## config.mk

```make
export PLATFORM = sky130hd
export DESIGN_NAME = pic_state_decoder_flat
export DESIGN_NICKNAME = d
export VERILOG_FILES = /design/src/common/pic_state_pkg.sv /design/src/common/pic_state_if.sv /design/src/verilog/pic_state_decoder.sv /design/src/flat_wrapper.sv
export SDC_FILE = /design/constraint.sdc
export NUM_CORES = 1
export LEC_CHECK = 0
export ABC_CLOCK_PERIOD_IN_PS = 1900
export BUFFER_PORTS_ARGS = -buffer_cell sky130_fd_sc_hd__buf_2
export CAP_MARGIN = 5
export CELL_PAD_IN_SITES_DETAIL_PLACEMENT = 0
export CELL_PAD_IN_SITES_GLOBAL_PLACEMENT = 1
export CORE_UTILIZATION = 35
export DETAILED_ROUTE_END_ITERATION = 6
export PLACE_DENSITY = 0.76
export SLEW_MARGIN = 20
export SYNTH_ARGS = -nofsm -noshare
export SYNTH_HDL_FRONTEND = slang
export SYNTH_SLANG_ARGS = --single-unit
```

## constraint.sdc

```tcl
create_clock -name i_clock -period 1.9 [get_ports i_clock]
set_clock_uncertainty 0.2 [all_clocks]
set_input_delay 0.095 -clock i_clock [delete_from_list [all_inputs] [get_ports i_clock]]
set_output_delay 0.095 -clock i_clock [all_outputs]
set_load 0.01 [all_outputs]
```

## src/common/pic_state_pkg.sv

```systemverilog
// Package: picture-state command field layout and constants
package pic_state_pkg;

  // ----------------------------------------------------------------
  // Command words
  // ----------------------------------------------------------------
  localparam int unsigned WORD_W        = 32;
  localparam int unsigned CMD_WORDS     = 8;
  localparam logic [2:0]  WORD_IDX_PIC  = 3'h3;
  localparam logic [2:0]  WORD_IDX_OUT  = 3'h4;

  // ----------------------------------------------------------------
  // Word 3 field positions
  // ----------------------------------------------------------------
  localparam int unsigned BIT_CMD_SCAN      = 14;
  localparam int unsigned BIT_DATA_SCAN     = 13;
  localparam int unsigned BIT_MONO_WEIGHT   = 12;
  localparam int unsigned BIT_SCALING       = 10;
  localparam int unsigned BIT_STRUCT_HI     = 9;
  localparam int unsigned BIT_STRUCT_LO     = 8;
  localparam int unsigned BIT_FSI_HI        = 7;
  localparam int unsigned BIT_FSI_LO        = 0;
  localparam int unsigned BIT_FSI_TOP_HI    = 7;
  localparam int unsigned BIT_FSI_TOP_LO    = 5;

  // ----------------------------------------------------------------
  // Word 4 field positions
  // ----------------------------------------------------------------
  localparam int unsigned BIT_RESID_HI      = 31;
  localparam int unsigned BIT_RESID_LO      = 24;
  localparam int unsigned BIT_SYNC_OVR      = 17;
  localparam int unsigned BIT_SYNC          = 16;
  localparam int unsigned BIT_SIXTEEN_MV    = 12;
  localparam int unsigned BIT_CHROMA_HI     = 11;
  localparam int unsigned BIT_CHROMA_LO     = 10;
  localparam int unsigned BIT_DEBLOCK       = 8;
  localparam int unsigned BIT_ENTROPY       = 7;
  localparam int unsigned BIT_NON_REF       = 6;
  localparam int unsigned BIT_CONSTR_INTRA  = 5;
  localparam int unsigned BIT_DIRECT_INFER  = 4;
  localparam int unsigned BIT_LARGE_XFORM   = 3;
  localparam int unsigned BIT_FRAME_ONLY    = 2;
  localparam int unsigned BIT_FIELD_PIC     = 0;

  // ----------------------------------------------------------------
  // Encodings and limits
  // ----------------------------------------------------------------
  localparam logic [1:0] STRUCT_FRAME     = 2'h0;
  localparam logic [1:0] STRUCT_TOP       = 2'h1;
  localparam logic [1:0] STRUCT_BAD       = 2'h2;
  localparam logic [1:0] STRUCT_BOTTOM    = 2'h3;
  localparam logic [1:0] CHROMA_MONO      = 2'h0;
  localparam logic [1:0] CHROMA_420       = 2'h1;
  localparam logic [7:0] FSI_WRITE_BASE   = 8'h10;
  localparam logic [7:0] FSI_MAX          = 8'h10;
  localparam logic [6:0] FSI_NONEXIST     = 7'h7F;
  localparam logic [2:0] RESID_ALIGN_MASK = 3'h7;
  localparam logic [2:0] RESID_ALIGN_ZERO = 3'h0;

  // ----------------------------------------------------------------
  // Reset values
  // ----------------------------------------------------------------
  localparam logic [31:0] RST_WORD = 32'h0000_0000;

  typedef enum logic [1:0] {
    MV_BASE_READ_SET,
    MV_BASE_WRITE_TOP,
    MV_BASE_WRITE_BOTTOM
  } mv_base_sel_t;

endpackage

```

## src/common/pic_state_if.sv

```systemverilog
// Interface: command word link between streamer and picture-state decoder
`timescale 1ns/1ps
interface pic_state_if;
  logic        valid;
  logic        ready;
  logic [31:0] data;
  logic        last;

  modport streamer (output valid, output data, output last, input ready);
  modport decoder  (input valid, input data, input last, output ready);
endinterface

```

## src/verilog/pic_state_decoder.sv

```systemverilog
// Device end: decodes and holds the picture-state command fields
`timescale 1ns/1ps

module pic_state_decoder
  import pic_state_pkg::*;
(
  // Clock and reset
  input  wire logic          i_clock,
  input  wire logic          i_rst,
  // Command link
  pic_state_if.decoder       cmd,
  // Per-macroblock inputs from the decode core
  input  wire logic          i_mb_intra,
  input  wire logic          i_mb_pcm,
  input  wire logic          i_mb_neighbour_avail,
  input  wire logic          i_mb_large_mv,
  // Picture state
  output logic               o_cmd_scan_special,
  output logic               o_data_scan_special,
  output logic               o_scaling_matrix_present,
  output logic               o_scaling_payload_accept,
  output logic               o_use_flat_8x8,
  output logic [1:0]         o_picture_structure,
  output logic               o_field_picture,
  output logic [7:0]         o_current_frame_store_index,
  output logic [4:0]         o_order_count_index,
  output mv_base_sel_t       o_mv_base_select,
  output logic [4:0]         o_mv_read_base_entry,
  output logic [7:0]         o_residual_offset,
  output logic               o_mb_sync,
  output logic               o_sixteen_vector_format_enable,
  output logic               o_mv_size_large,
  output logic [1:0]         o_chroma_sampling_format,
  output logic               o_monochrome,
  output logic               o_deblock_info_write_enable,
  output logic               o_entropy_cabac,
  output logic               o_non_reference_picture,
  output logic               o_constrained_intra,
  output logic               o_direct_block_inference,
  output logic               o_large_transform_allowed,
  output logic               o_state_valid,
  output logic               o_field_error
);
  import pic_state_pkg::*;

  // ----------------------------------------------------------------
  // Word capture
  // ----------------------------------------------------------------
  logic [2:0]  word_idx;
  logic [31:0] pic_word;
  logic [31:0] out_word;
  logic        sync_ovr;
  logic        sync_bit;

  wire         take       = cmd.valid;
  wire         take_pic   = take && (word_idx == WORD_IDX_PIC);
  wire         take_out   = take && (word_idx == WORD_IDX_OUT);
  wire         take_last  = take && cmd.last;
  wire [2:0]   next_idx   = take_last ? 3'h0 : word_idx + 3'h1;

  // Decoder never stalls the streamer; fields latch on the word they arrive in
  assign cmd.ready = 1'b1;

  always_ff @(posedge i_clock) begin
    if (i_rst) begin
      word_idx <= 3'h0;
    end else if (take) begin
      word_idx <= next_idx;
    end
  end

  // Values held across slices until reset or the next command
  always_ff @(posedge i_clock) begin
    if (i_rst) begin
      pic_word <= RST_WORD;
      out_word <= RST_WORD;
    end else begin
      if (take_pic) begin
        pic_word <= cmd.data;
      end
      if (take_out) begin
        out_word <= cmd.data;
      end
    end
  end

  // ----------------------------------------------------------------
  // Field decode
  // ----------------------------------------------------------------
  wire [1:0] pic_struct  = pic_word[BIT_STRUCT_HI:BIT_STRUCT_LO];
  wire [7:0] fsi         = pic_word[BIT_FSI_HI:BIT_FSI_LO];
  wire       large_xform = out_word[BIT_LARGE_XFORM];
  wire       frame_only  = out_word[BIT_FRAME_ONLY];
  wire       fsi_write   = (fsi == FSI_WRITE_BASE);
  wire       bottom      = (pic_struct == STRUCT_BOTTOM);
  wire [1:0] chroma      = out_word[BIT_CHROMA_HI:BIT_CHROMA_LO];
  wire [7:0] resid       = out_word[BIT_RESID_HI:BIT_RESID_LO];

  // Structure code 10, index out of range, non-existing marker,
  // unaligned offset, unsupported chroma, missing direct inference, clear mono weight bit
  wire bad_struct  = (pic_struct == STRUCT_BAD);
  wire bad_fsi     = (fsi > FSI_MAX)
                  || (fsi[BIT_FSI_TOP_HI:BIT_FSI_TOP_LO] != 3'h0)
                  || (fsi[6:0] == FSI_NONEXIST);
  wire bad_resid   = ((resid[2:0] & RESID_ALIGN_MASK) != RESID_ALIGN_ZERO);
  wire bad_chroma  = chroma[1];
  wire bad_infer   = !frame_only && !out_word[BIT_DIRECT_INFER];
  wire bad_mono    = !pic_word[BIT_MONO_WEIGHT];

  wire          read_set_sel = !fsi_write;
  mv_base_sel_t next_mv_sel;
  assign next_mv_sel = read_set_sel ? MV_BASE_READ_SET :
                       (bottom ? MV_BASE_WRITE_BOTTOM : MV_BASE_WRITE_TOP);
  // Read set holds top/bottom pairs: entry = 2*index + bottom
  wire [4:0] next_rd_entry = {fsi[3:0], bottom};

  // Sync flag per macroblock: overwrite uses the intra rule
  wire intra_sync = i_mb_intra && !i_mb_pcm && i_mb_neighbour_avail;
  wire next_sync  = out_word[BIT_SYNC_OVR] ? intra_sync
                                           : out_word[BIT_SYNC];

  // ----------------------------------------------------------------
  // Registered outputs
  // ----------------------------------------------------------------
  always_ff @(posedge i_clock) begin
    if (i_rst) begin
      o_cmd_scan_special            <= 1'b0;
      o_data_scan_special           <= 1'b0;
      o_scaling_matrix_present      <= 1'b0;
      o_scaling_payload_accept      <= 1'b0;
      o_use_flat_8x8                <= 1'b0;
      o_picture_structure           <= STRUCT_FRAME;
      o_field_picture               <= 1'b0;
      o_current_frame_store_index   <= 8'h00;
      o_order_count_index           <= 5'h00;
      o_mv_base_select              <= MV_BASE_READ_SET;
      o_mv_read_base_entry          <= 5'h00;
      o_residual_offset             <= 8'h00;
      o_mb_sync                     <= 1'b0;
      o_sixteen_vector_format_enable <= 1'b0;
      o_mv_size_large               <= 1'b0;
      o_chroma_sampling_format      <= CHROMA_MONO;
      o_monochrome                  <= 1'b1;
      o_deblock_info_write_enable   <= 1'b0;
      o_entropy_cabac               <= 1'b0;
      o_non_reference_picture       <= 1'b0;
      o_constrained_intra           <= 1'b0;
      o_direct_block_inference      <= 1'b0;
      o_large_transform_allowed     <= 1'b0;
      o_state_valid                 <= 1'b0;
      o_field_error                 <= 1'b0;
    end else begin
      o_cmd_scan_special            <= pic_word[BIT_CMD_SCAN];
      o_data_scan_special           <= pic_word[BIT_DATA_SCAN];
      o_scaling_matrix_present      <= pic_word[BIT_SCALING];
      // Matrix payload is parsed upstream but dropped when absent
      o_scaling_payload_accept      <= pic_word[BIT_SCALING];
      o_use_flat_8x8                <= !pic_word[BIT_SCALING] && large_xform;
      o_picture_structure           <= pic_struct;
      o_field_picture               <= pic_struct[0];
      o_current_frame_store_index   <= fsi;
      o_order_count_index           <= fsi[4:0];
      o_mv_base_select              <= next_mv_sel;
      o_mv_read_base_entry          <= next_rd_entry;
      o_residual_offset             <= resid;
      o_mb_sync                     <= next_sync;
      o_sixteen_vector_format_enable <= out_word[BIT_SIXTEEN_MV];
      // Without the sixteen-vector format a large size folds to 32-vector
      o_mv_size_large               <= i_mb_large_mv && out_word[BIT_SIXTEEN_MV];
      o_chroma_sampling_format      <= chroma;
      o_monochrome                  <= (chroma == CHROMA_MONO);
      o_deblock_info_write_enable   <= out_word[BIT_DEBLOCK];
      o_entropy_cabac               <= out_word[BIT_ENTROPY];
      o_non_reference_picture       <= out_word[BIT_NON_REF];
      o_constrained_intra           <= out_word[BIT_CONSTR_INTRA];
      o_direct_block_inference      <= out_word[BIT_DIRECT_INFER];
      o_large_transform_allowed     <= large_xform;
      if (take_last) begin
        o_state_valid <= 1'b1;
      end
      o_field_error <= o_state_valid && (bad_struct || bad_fsi || bad_resid
                       || bad_chroma || bad_infer || bad_mono);
    end
  end

endmodule // pic_state_decoder

```

## src/flat_wrapper.sv

```systemverilog
// flat-port wrapper written by rule: the top's interface ports become plain ports
module pic_state_decoder_flat import pic_state_pkg::*;
  (i_clock, i_rst, i_mb_intra, i_mb_pcm, i_mb_neighbour_avail, i_mb_large_mv, o_cmd_scan_special, o_data_scan_special, o_scaling_matrix_present, o_scaling_payload_accept, o_use_flat_8x8, o_picture_structure, o_field_picture, o_current_frame_store_index, o_order_count_index, o_mv_base_select, o_mv_read_base_entry, o_residual_offset, o_mb_sync, o_sixteen_vector_format_enable, o_mv_size_large, o_chroma_sampling_format, o_monochrome, o_deblock_info_write_enable, o_entropy_cabac, o_non_reference_picture, o_constrained_intra, o_direct_block_inference, o_large_transform_allowed, o_state_valid, o_field_error, cmd_valid, cmd_data, cmd_last, cmd_ready);
  pic_state_if cmd_i ();
  input  wire logic i_clock;
  input  wire logic i_rst;
  input  wire logic i_mb_intra;
  input  wire logic i_mb_pcm;
  input  wire logic i_mb_neighbour_avail;
  input  wire logic i_mb_large_mv;
  output logic o_cmd_scan_special;
  output logic o_data_scan_special;
  output logic o_scaling_matrix_present;
  output logic o_scaling_payload_accept;
  output logic o_use_flat_8x8;
  output logic [1:0] o_picture_structure;
  output logic o_field_picture;
  output logic [7:0] o_current_frame_store_index;
  output logic [4:0] o_order_count_index;
  output mv_base_sel_t o_mv_base_select;
  output logic [4:0] o_mv_read_base_entry;
  output logic [7:0] o_residual_offset;
  output logic o_mb_sync;
  output logic o_sixteen_vector_format_enable;
  output logic o_mv_size_large;
  output logic [1:0] o_chroma_sampling_format;
  output logic o_monochrome;
  output logic o_deblock_info_write_enable;
  output logic o_entropy_cabac;
  output logic o_non_reference_picture;
  output logic o_constrained_intra;
  output logic o_direct_block_inference;
  output logic o_large_transform_allowed;
  output logic o_state_valid;
  output logic o_field_error;
  input wire logic [$bits(cmd_i.valid)-1:0] cmd_valid;
  input wire logic [$bits(cmd_i.data)-1:0] cmd_data;
  input wire logic [$bits(cmd_i.last)-1:0] cmd_last;
  output wire logic [$bits(cmd_i.ready)-1:0] cmd_ready;
  assign cmd_i.valid = cmd_valid;
  assign cmd_i.data = cmd_data;
  assign cmd_i.last = cmd_last;
  assign cmd_ready = cmd_i.ready;
  pic_state_decoder u_core (.i_clock(i_clock), .i_rst(i_rst), .cmd(cmd_i), .i_mb_intra(i_mb_intra), .i_mb_pcm(i_mb_pcm), .i_mb_neighbour_avail(i_mb_neighbour_avail), .i_mb_large_mv(i_mb_large_mv), .o_cmd_scan_special(o_cmd_scan_special), .o_data_scan_special(o_data_scan_special), .o_scaling_matrix_present(o_scaling_matrix_present), .o_scaling_payload_accept(o_scaling_payload_accept), .o_use_flat_8x8(o_use_flat_8x8), .o_picture_structure(o_picture_structure), .o_field_picture(o_field_picture), .o_current_frame_store_index(o_current_frame_store_index), .o_order_count_index(o_order_count_index), .o_mv_base_select(o_mv_base_select), .o_mv_read_base_entry(o_mv_read_base_entry), .o_residual_offset(o_residual_offset), .o_mb_sync(o_mb_sync), .o_sixteen_vector_format_enable(o_sixteen_vector_format_enable), .o_mv_size_large(o_mv_size_large), .o_chroma_sampling_format(o_chroma_sampling_format), .o_monochrome(o_monochrome), .o_deblock_info_write_enable(o_deblock_info_write_enable), .o_entropy_cabac(o_entropy_cabac), .o_non_reference_picture(o_non_reference_picture), .o_constrained_intra(o_constrained_intra), .o_direct_block_inference(o_direct_block_inference), .o_large_transform_allowed(o_large_transform_allowed), .o_state_valid(o_state_valid), .o_field_error(o_field_error));
endmodule
```

==> results of run 1 <==
==> critical path, cell delays in order <==
cell and delay [ps]:
dlygate4sd3_1 540, buf_2 120, nand4b_1 140, dlygate4sd3_1 560, a21oi_1 150
==> cell usage after synthesis, drive strengths merged, types with 2 or more instances <==
| cell | instances | area [µm²] |
|---|---|---|
| and2 | 2 | 15.0 |
| a21oi | 40 | 238 |
| nand2 | 71 | 274 |
| ha | 3 | 37.5 |
| nor2 | 8 | 30.0 |
| buf | 25 | 188 |
| nand2b | 2 | 12.5 |
| nand3 | 2 | 10.0 |
| nor2b | 26 | 163 |
| dfxtp | 76 | 1520 |
| inv | 6 | 22.5 |
| nor3b | 2 | 15.0 |
| and2b | 4 | 30.0 |
==> report_power, final <==
| group | leakage (nW) | internal, mW | switching, mW | total (mW) |
|---|---|---|---|---|
| logic | 0.799 | 0.0802 | 0.0587 | 0.139 |
| registers | 0.612 | 1.60 | 0.00406 | 1.60 |
| clock network | 0.102 | 0.734 | 0.589 | 1.32 |
==> worst max-delay path by stage <==
stage                                   from                   to  slack [ps]  depth (start not counted)
after global placement    u_core.word_idx[0]   u_core.pic_word[9]         470                          5
final                               i_mb_pcm     u_core.o_mb_sync         360                          5
after floorplan           u_core.word_idx[0]  u_core.pic_word[10]         460                          6
after detailed placement  u_core.word_idx[0]   u_core.pic_word[5]         440                          5
after global routing      u_core.word_idx[0]   u_core.pic_word[5]         320                          5
after CTS                           i_mb_pcm     u_core.o_mb_sync         390                          5
==> cell type report <==
cell class              instances  area [µm²]
fillers                       715        3700
flip-flops and latches         76        1520
multi-input cells             169         897
repair buffers                118         771
clock buffers                   9         124
well taps                      99         124
clock inverters                 6        88.8
inverters                       6        22.5
==> layer usage <==
metal	vias to the layer above	track usage [%]	routed length [µm]
li1	1071	-	-
met1	915	18.4	2560
met2	57	22.4	2390
met3	8	3.36	220
met4	0	7.92	97
met5	-	0	0
==> sequential cells by signal, summed over array words and instances, names as in the netlist, 2 cells and up <==
| name | count |
|---|---|
| u_core.o_mv_base_select | 2 |
| u_core.o_picture_structure | 2 |
| u_core.o_mv_read_base_entry | 4 |
| u_core.out_word | 20 |
| u_core.o_residual_offset | 8 |
| u_core.o_current_frame_store_index | 4 |
| u_core.word_idx | 3 |
| u_core.pic_word | 14 |
| u_core.o_chroma_sampling_format | 2 |
==> cells by family after synthesis <==
family | count (synthesis)
other | 1
adder cells (fa/ha/maj) | 3
AO/OA/AOI/OAI | 42
flip-flops | 76
AND/OR/NAND/NOR | 123
buffers and inverters | 32
==> through the flow <==
stage / worst slack, ps / power, mW / utilization (%)
global route: 325 / 3.18 / 48.9
global placement: 465 / 1.73 / 41.7
CTS: 394 / 3.10 / 48.9
floorplan: 460 / 1.68 / -
detailed placement: 439 / 1.73 / 41.7
finish: 360 / 3.06 / 48.9
==> flow_summary_export.csv, run 1 <==
group,metric,value,unit
critical_path,rr_startpoint,"u_core.word_idx[0]",
sta,fmax,649,MHz
clocking,ctsHoldBuffers,31,
sta,setup_tns,0,ps
clocking,clock_path_buffers,2,
floorplanning,fp.dieW,88.7,µm
critical_path,crit_fanout,1,
outcome,status,"finished, final reports clean",
logic_synthesis,synth_edf_count,0,
logic_synthesis,synth-compound-area-share,9.70,%
detailed_routing,initialDrtViolationCount,39,
logic_synthesis,avgSynthCellArea,9.50,µm²
clocking,cts_resized,0,
placement,place_area,3030,µm²
logic_synthesis,netlist_area,2630,µm²
final_layout,fin_cells,483,
critical_path,end_kind,"flip-flop",
global_route,grt_pass1_wl,8.42,mm
placement,post-dp-hpwl,3.44,mm
critical_path,worst_ep_required_time,1970,ps
floorplanning,start_util,36.3,%
critical_path,cp-start-kind,"input port",
detailed_routing,wirelength,5.27,mm
detailed_routing,drc,0,
sta,finalCriticalPeriod,1540,ps
final_layout,fin_nets,423,
global_route,grt_max_degree,31,
logic_synthesis,synth_top_family_by_area,"simple AND/OR/NAND/NOR gates",
logic_synthesis,synth.area.mux_share,0,%
sta,final_hold_viol_count,0,
final_layout,drive_gt1_share,30.2,%
logic_synthesis,ys_ff_latch,76,
clocking,clkTransAtPathRegs,80,ps
critical_path,reg2reg_to,"u_core.pic_word[5]",
global_route,grt-ovfl-total,0,
clocking,cts_tree,"built",
critical_path,arrival,1610,ps
min_path,min_from,"u_core.pic_word[10]",
detailed_routing,wl_per_cell,10.9,µm
critical_path,reg2reg_slack,430,ps
detailed_routing,firstDrtPassIters,4,
logic_synthesis,synthCells,277,
placement,finalWeightedCongestion,0.741,
floorplanning,io-pin-count,91,
clocking,root_buffer,"clkbuf_8",
detailed_routing,antenna_left,0,
logic_synthesis,synthAdderAreaFrac,1.43,%
clocking,clkLatencyLatePin,340,ps
floorplanning,core_area,7250,µm²
logic_synthesis,synth-xor-area-share,0,%
floorplanning,die_h,88.7,µm
sta,setup-violations-final,0,
logic_synthesis,synthSimpleGateAreaFrac,22.8,%
clocking,htreeDepth,3,
global_route,grt_pass1_vias,1846,
power_and_ir_drop,power_leakage,1.51,nW
floorplanning,dieArea,7870,µm²
clocking,cts_buffers,9,
clocking,clock-sinks,76,
sta,rsz0062_at_grt,"no",
placement,dp_cells,437,
final_layout,design_area,3550,µm²
detailed_routing,vias_per_cell,4.25,
logic_synthesis,async_flop_share,0,%
sta,slew_violations,0,
clocking,post_cts_buffers,0,
min_path,hold_path.class,"flip-flop to flip-flop",
logic_synthesis,synth_cell_type_count,28,
critical_path,crit_type,"input port to flip-flop",
logic_synthesis,ys_warn_count,0,
detailed_routing,routed-via-count,2051,
final_layout,final_common_cell,"buf_2",
final_layout,final_cell_mix,"buf_2 (82), dfxtp_1 (76), nand2_1 (70)",
placement,io_buffers,82,
final_layout,syn_to_final_growth,34.8,%
power_and_ir_drop,peakVddDrop,0.377,mV
flow_run,drv_cap,0,
critical_path,r2r_cells,5,
min_path,hold_end,"u_core.o_use_flat_8x8",
logic_synthesis,ys.flop_type,"dfxtp_1",
logic_synthesis,synthesis.nets,320,
power_and_ir_drop,p_per_area,863,nW/µm²
global_route,grt_use_total,14.4,%
floorplanning,num_rows,31,
min_path,holdPathStages,1,
global_route,antenna_found_initial,0,
final_layout,insertedDiodeCount,0,
sta,hold_ws,233,ps
logic_synthesis,synth_sequential_area_ratio,57.8,%
sta,fin_crit_sh,81.1,%
Note: power is estimated with default switching activity, not from simulation.
==> run 2, diff against run 1 <==
ABC_CLOCK_PERIOD_IN_PS = 1500   (was 1900)
clock period = 1.5 ns   (was 1.9 ns; I/O delays follow)
==> flow_summary_export.csv, run 2 (synthesized netlist as in run 1, its figures left out) <==
group,metric,value,unit
sta,slew_violations,0,
placement,post-dp-hpwl,3.54,mm
placement,dp_cells,440,
floorplanning,io-pin-count,91,
clocking,clock_path_buffers,2,
global_route,grt_max_degree,30,
detailed_routing,drt-met1-wl,2.76,mm
power_and_ir_drop,power_frac_clock,38.4,%
final_layout,syn_to_final_growth,36.5,%
clocking,cts_tree,"built",
final_layout,drive_gt1_share,32.9,%
detailed_routing,vias_per_cell,4.21,
power_and_ir_drop,p_sw,0.818,mW
power_and_ir_drop,p_per_area,1000,nW/µm²
sta,setup_tns,0,ps
placement,finalWeightedCongestion,0.706,
global_route,grt_pass1_vias,1826,
final_layout,insertedDiodeCount,0,
global_route,grt_pass1_wl,8.57,mm
sta,worst_pin_slew,465,ps
critical_path,crit_fanout,1,
detailed_routing,wirelength,5.76,mm
floorplanning,fp.dieW,88.7,µm
global_route,antenna_found_initial,0,
power_and_ir_drop,power_leakage,1.53,nW
power_and_ir_drop,pwr-share-seq,56.4,%
clocking,cts_buffers,9,
flow_run,drv_cap,0,
detailed_routing,antenna_left,0,
sta,finalCriticalPeriod,1460,ps
critical_path,reg2reg_to,"u_core.out_word[3]",
sta,setup-violations-final,0,
power_and_ir_drop,swShare,22.7,%
final_layout,fin_nets,430,
final_layout,fin_util,49.5,%
clocking,clkTransAtPathRegs,70,ps
power_and_ir_drop,power.total,3.60,mW
floorplanning,num_rows,31,
clocking,clkLatencyLatePin,330,ps
sta,hold_ws,230,ps
detailed_routing,initialDrtViolationCount,72,
sta,final_hold_viol_count,0,
detailed_routing,wl_per_cell,11.7,µm
clocking,htreeDepth,3,
detailed_routing,routed-wl-met3,229,µm
critical_path,crit_type,"input port to flip-flop",
floorplanning,dieArea,7870,µm²
critical_path,worst_ep_required_time,1570,ps
clocking,clock-sinks,76,
outcome,status,"finished, final reports clean",
min_path,hold_path.class,"flip-flop to flip-flop",
min_path,holdPathStages,1,
critical_path,arrival,1530,ps
detailed_routing,firstDrtPassIters,4,
detailed_routing,drc,0,
critical_path,crit_chain,"dlygate4sd3_1 > buf_2 > nand4b_1 > dlygate4sd3_1 > a21oi_1",
final_layout,largest_reg_flops,20,
global_route,grt_use_total,14.8,%
critical_path,max_stage_delay,560,ps
floorplanning,core_area,7250,µm²
min_path,hold_end,"u_core.o_use_flat_8x8",
power_and_ir_drop,peakVddDrop,0.452,mV
placement,io_buffers,82,
critical_path,r2r_cells,6,
floorplanning,start_util,36.3,%
critical_path,cp-start-kind,"input port",
critical_path,crit_top_cell,"dlygate4sd3_1",
final_layout,final_common_cell,"buf_2",
critical_path,slowest_stage,"dlygate4sd3_1",
critical_path,rr_startpoint,"u_core.word_idx[0]",
sta,fin_crit_sh,97.2,%
final_layout,final_cell_mix,"buf_2 (82), dfxtp_1 (73), nand2_1 (70)",
global_route,grt-ovfl-total,0,
final_layout,fin_cells,491,
sta,fmax,686,MHz
final_layout,top_register,"u_core.out_word",
clocking,root_buffer,"clkbuf_8",
sta,slew_headroom,68.2,%
critical_path,reg2reg_slack,90,ps
floorplanning,die_h,88.7,µm
power_and_ir_drop,intPower,2.78,mW
detailed_routing,top_layer,"met4",
power_and_ir_drop,combPwrFrac,5.2,%
critical_path,end_kind,"flip-flop",
final_layout,reg_top3,"u_core.out_word: 20 flops, u_core.pic_word: 14 flops, u_core.o_residual_offset: 8 flops",
detailed_routing,routed-via-count,2065,
min_path,min_from,"u_core.pic_word[10]",
detailed_routing,wl_met2,2.73,mm
==> run 2: cell types whose count changed in the layout (fill, tap and decap cells not counted), sizes merged <==
cell      previous run  this run
and2                 2         3
and3                 1         3
buf                 87        90
clkbuf               9        12
clkinvlp             2         3
bufinv               2         0
==> run 2: power groups by stage <==
stage / Sequential (mW) / Combinational (mW) / Clock, mW
floorplan: 2.07 / 0.0550 / 0
global placement: 2.07 / 0.122 / 0
detailed placement: 2.07 / 0.121 / 0
CTS: 2.03 / 0.181 / 1.43
global route: 2.03 / 0.203 / 1.54
finish: 2.03 / 0.186 / 1.38
==> run 2: critical path, delay by kind of cell <==
| kind | cells | cell delay (ps) |
|---|---|---|
| AND/OR/NAND/NOR | 1 | 140 |
| buffers and inverters | 3 | 1200 |
| AO/OA/AOI/OAI | 1 | 110 |
==> run 2: cell type report <==
class	instances	area, µm²
Fill cell	714	3660
Inverter	6	22.5
Sequential cell	76	1530
Clock buffer	11	141
Clock inverter	5	36.3
Tap cell	99	124
Multi-Input combinational cell	172	935
Timing Repair Buffer	122	808
==> run 2: how the worst max path moves through the flow <==
stage	from	depth (start not counted)	endpoint	slack [ps]
CTS	u_core.word_idx[1]	5	u_core.pic_word[7]	20
detailed placement	u_core.word_idx[0]	5	u_core.pic_word[7]	20
global route	u_core.word_idx[0]	6	u_core.out_word[8]	-4
finish	i_mb_pcm	5	u_core.o_mb_sync	40
floorplan	u_core.word_idx[0]	6	u_core.pic_word[10]	60
global placement	u_core.word_idx[0]	5	u_core.pic_word[6]	60
==> run 2: metal layers <==
metal / track usage, % / up-vias
met4: 7.92 / 0
met5: 0 / -
met1: 19.0 / 917
met3: 3.26 / 2
met2: 23.3 / 54
li1: - / 1092
==> run 2: metrics by stage <==
step	instance area [µm²]	setup slack [ps]
floorplan	2630	60.5
global placement	3050	56.8
detailed placement	3050	17.5
CTS	3540	23.1
global route	3590	-3.81
finish	3590	42.3
==> run 2: timing repair <==
item	in CTS	in global routing
gates cloned	0	4
pin swaps	0	1
hold buffers	31	0
buffers inserted	0	0
gates resized for setup	1	10
endpoints found under the setup margin	5	24
hold endpoints to repair	45	0
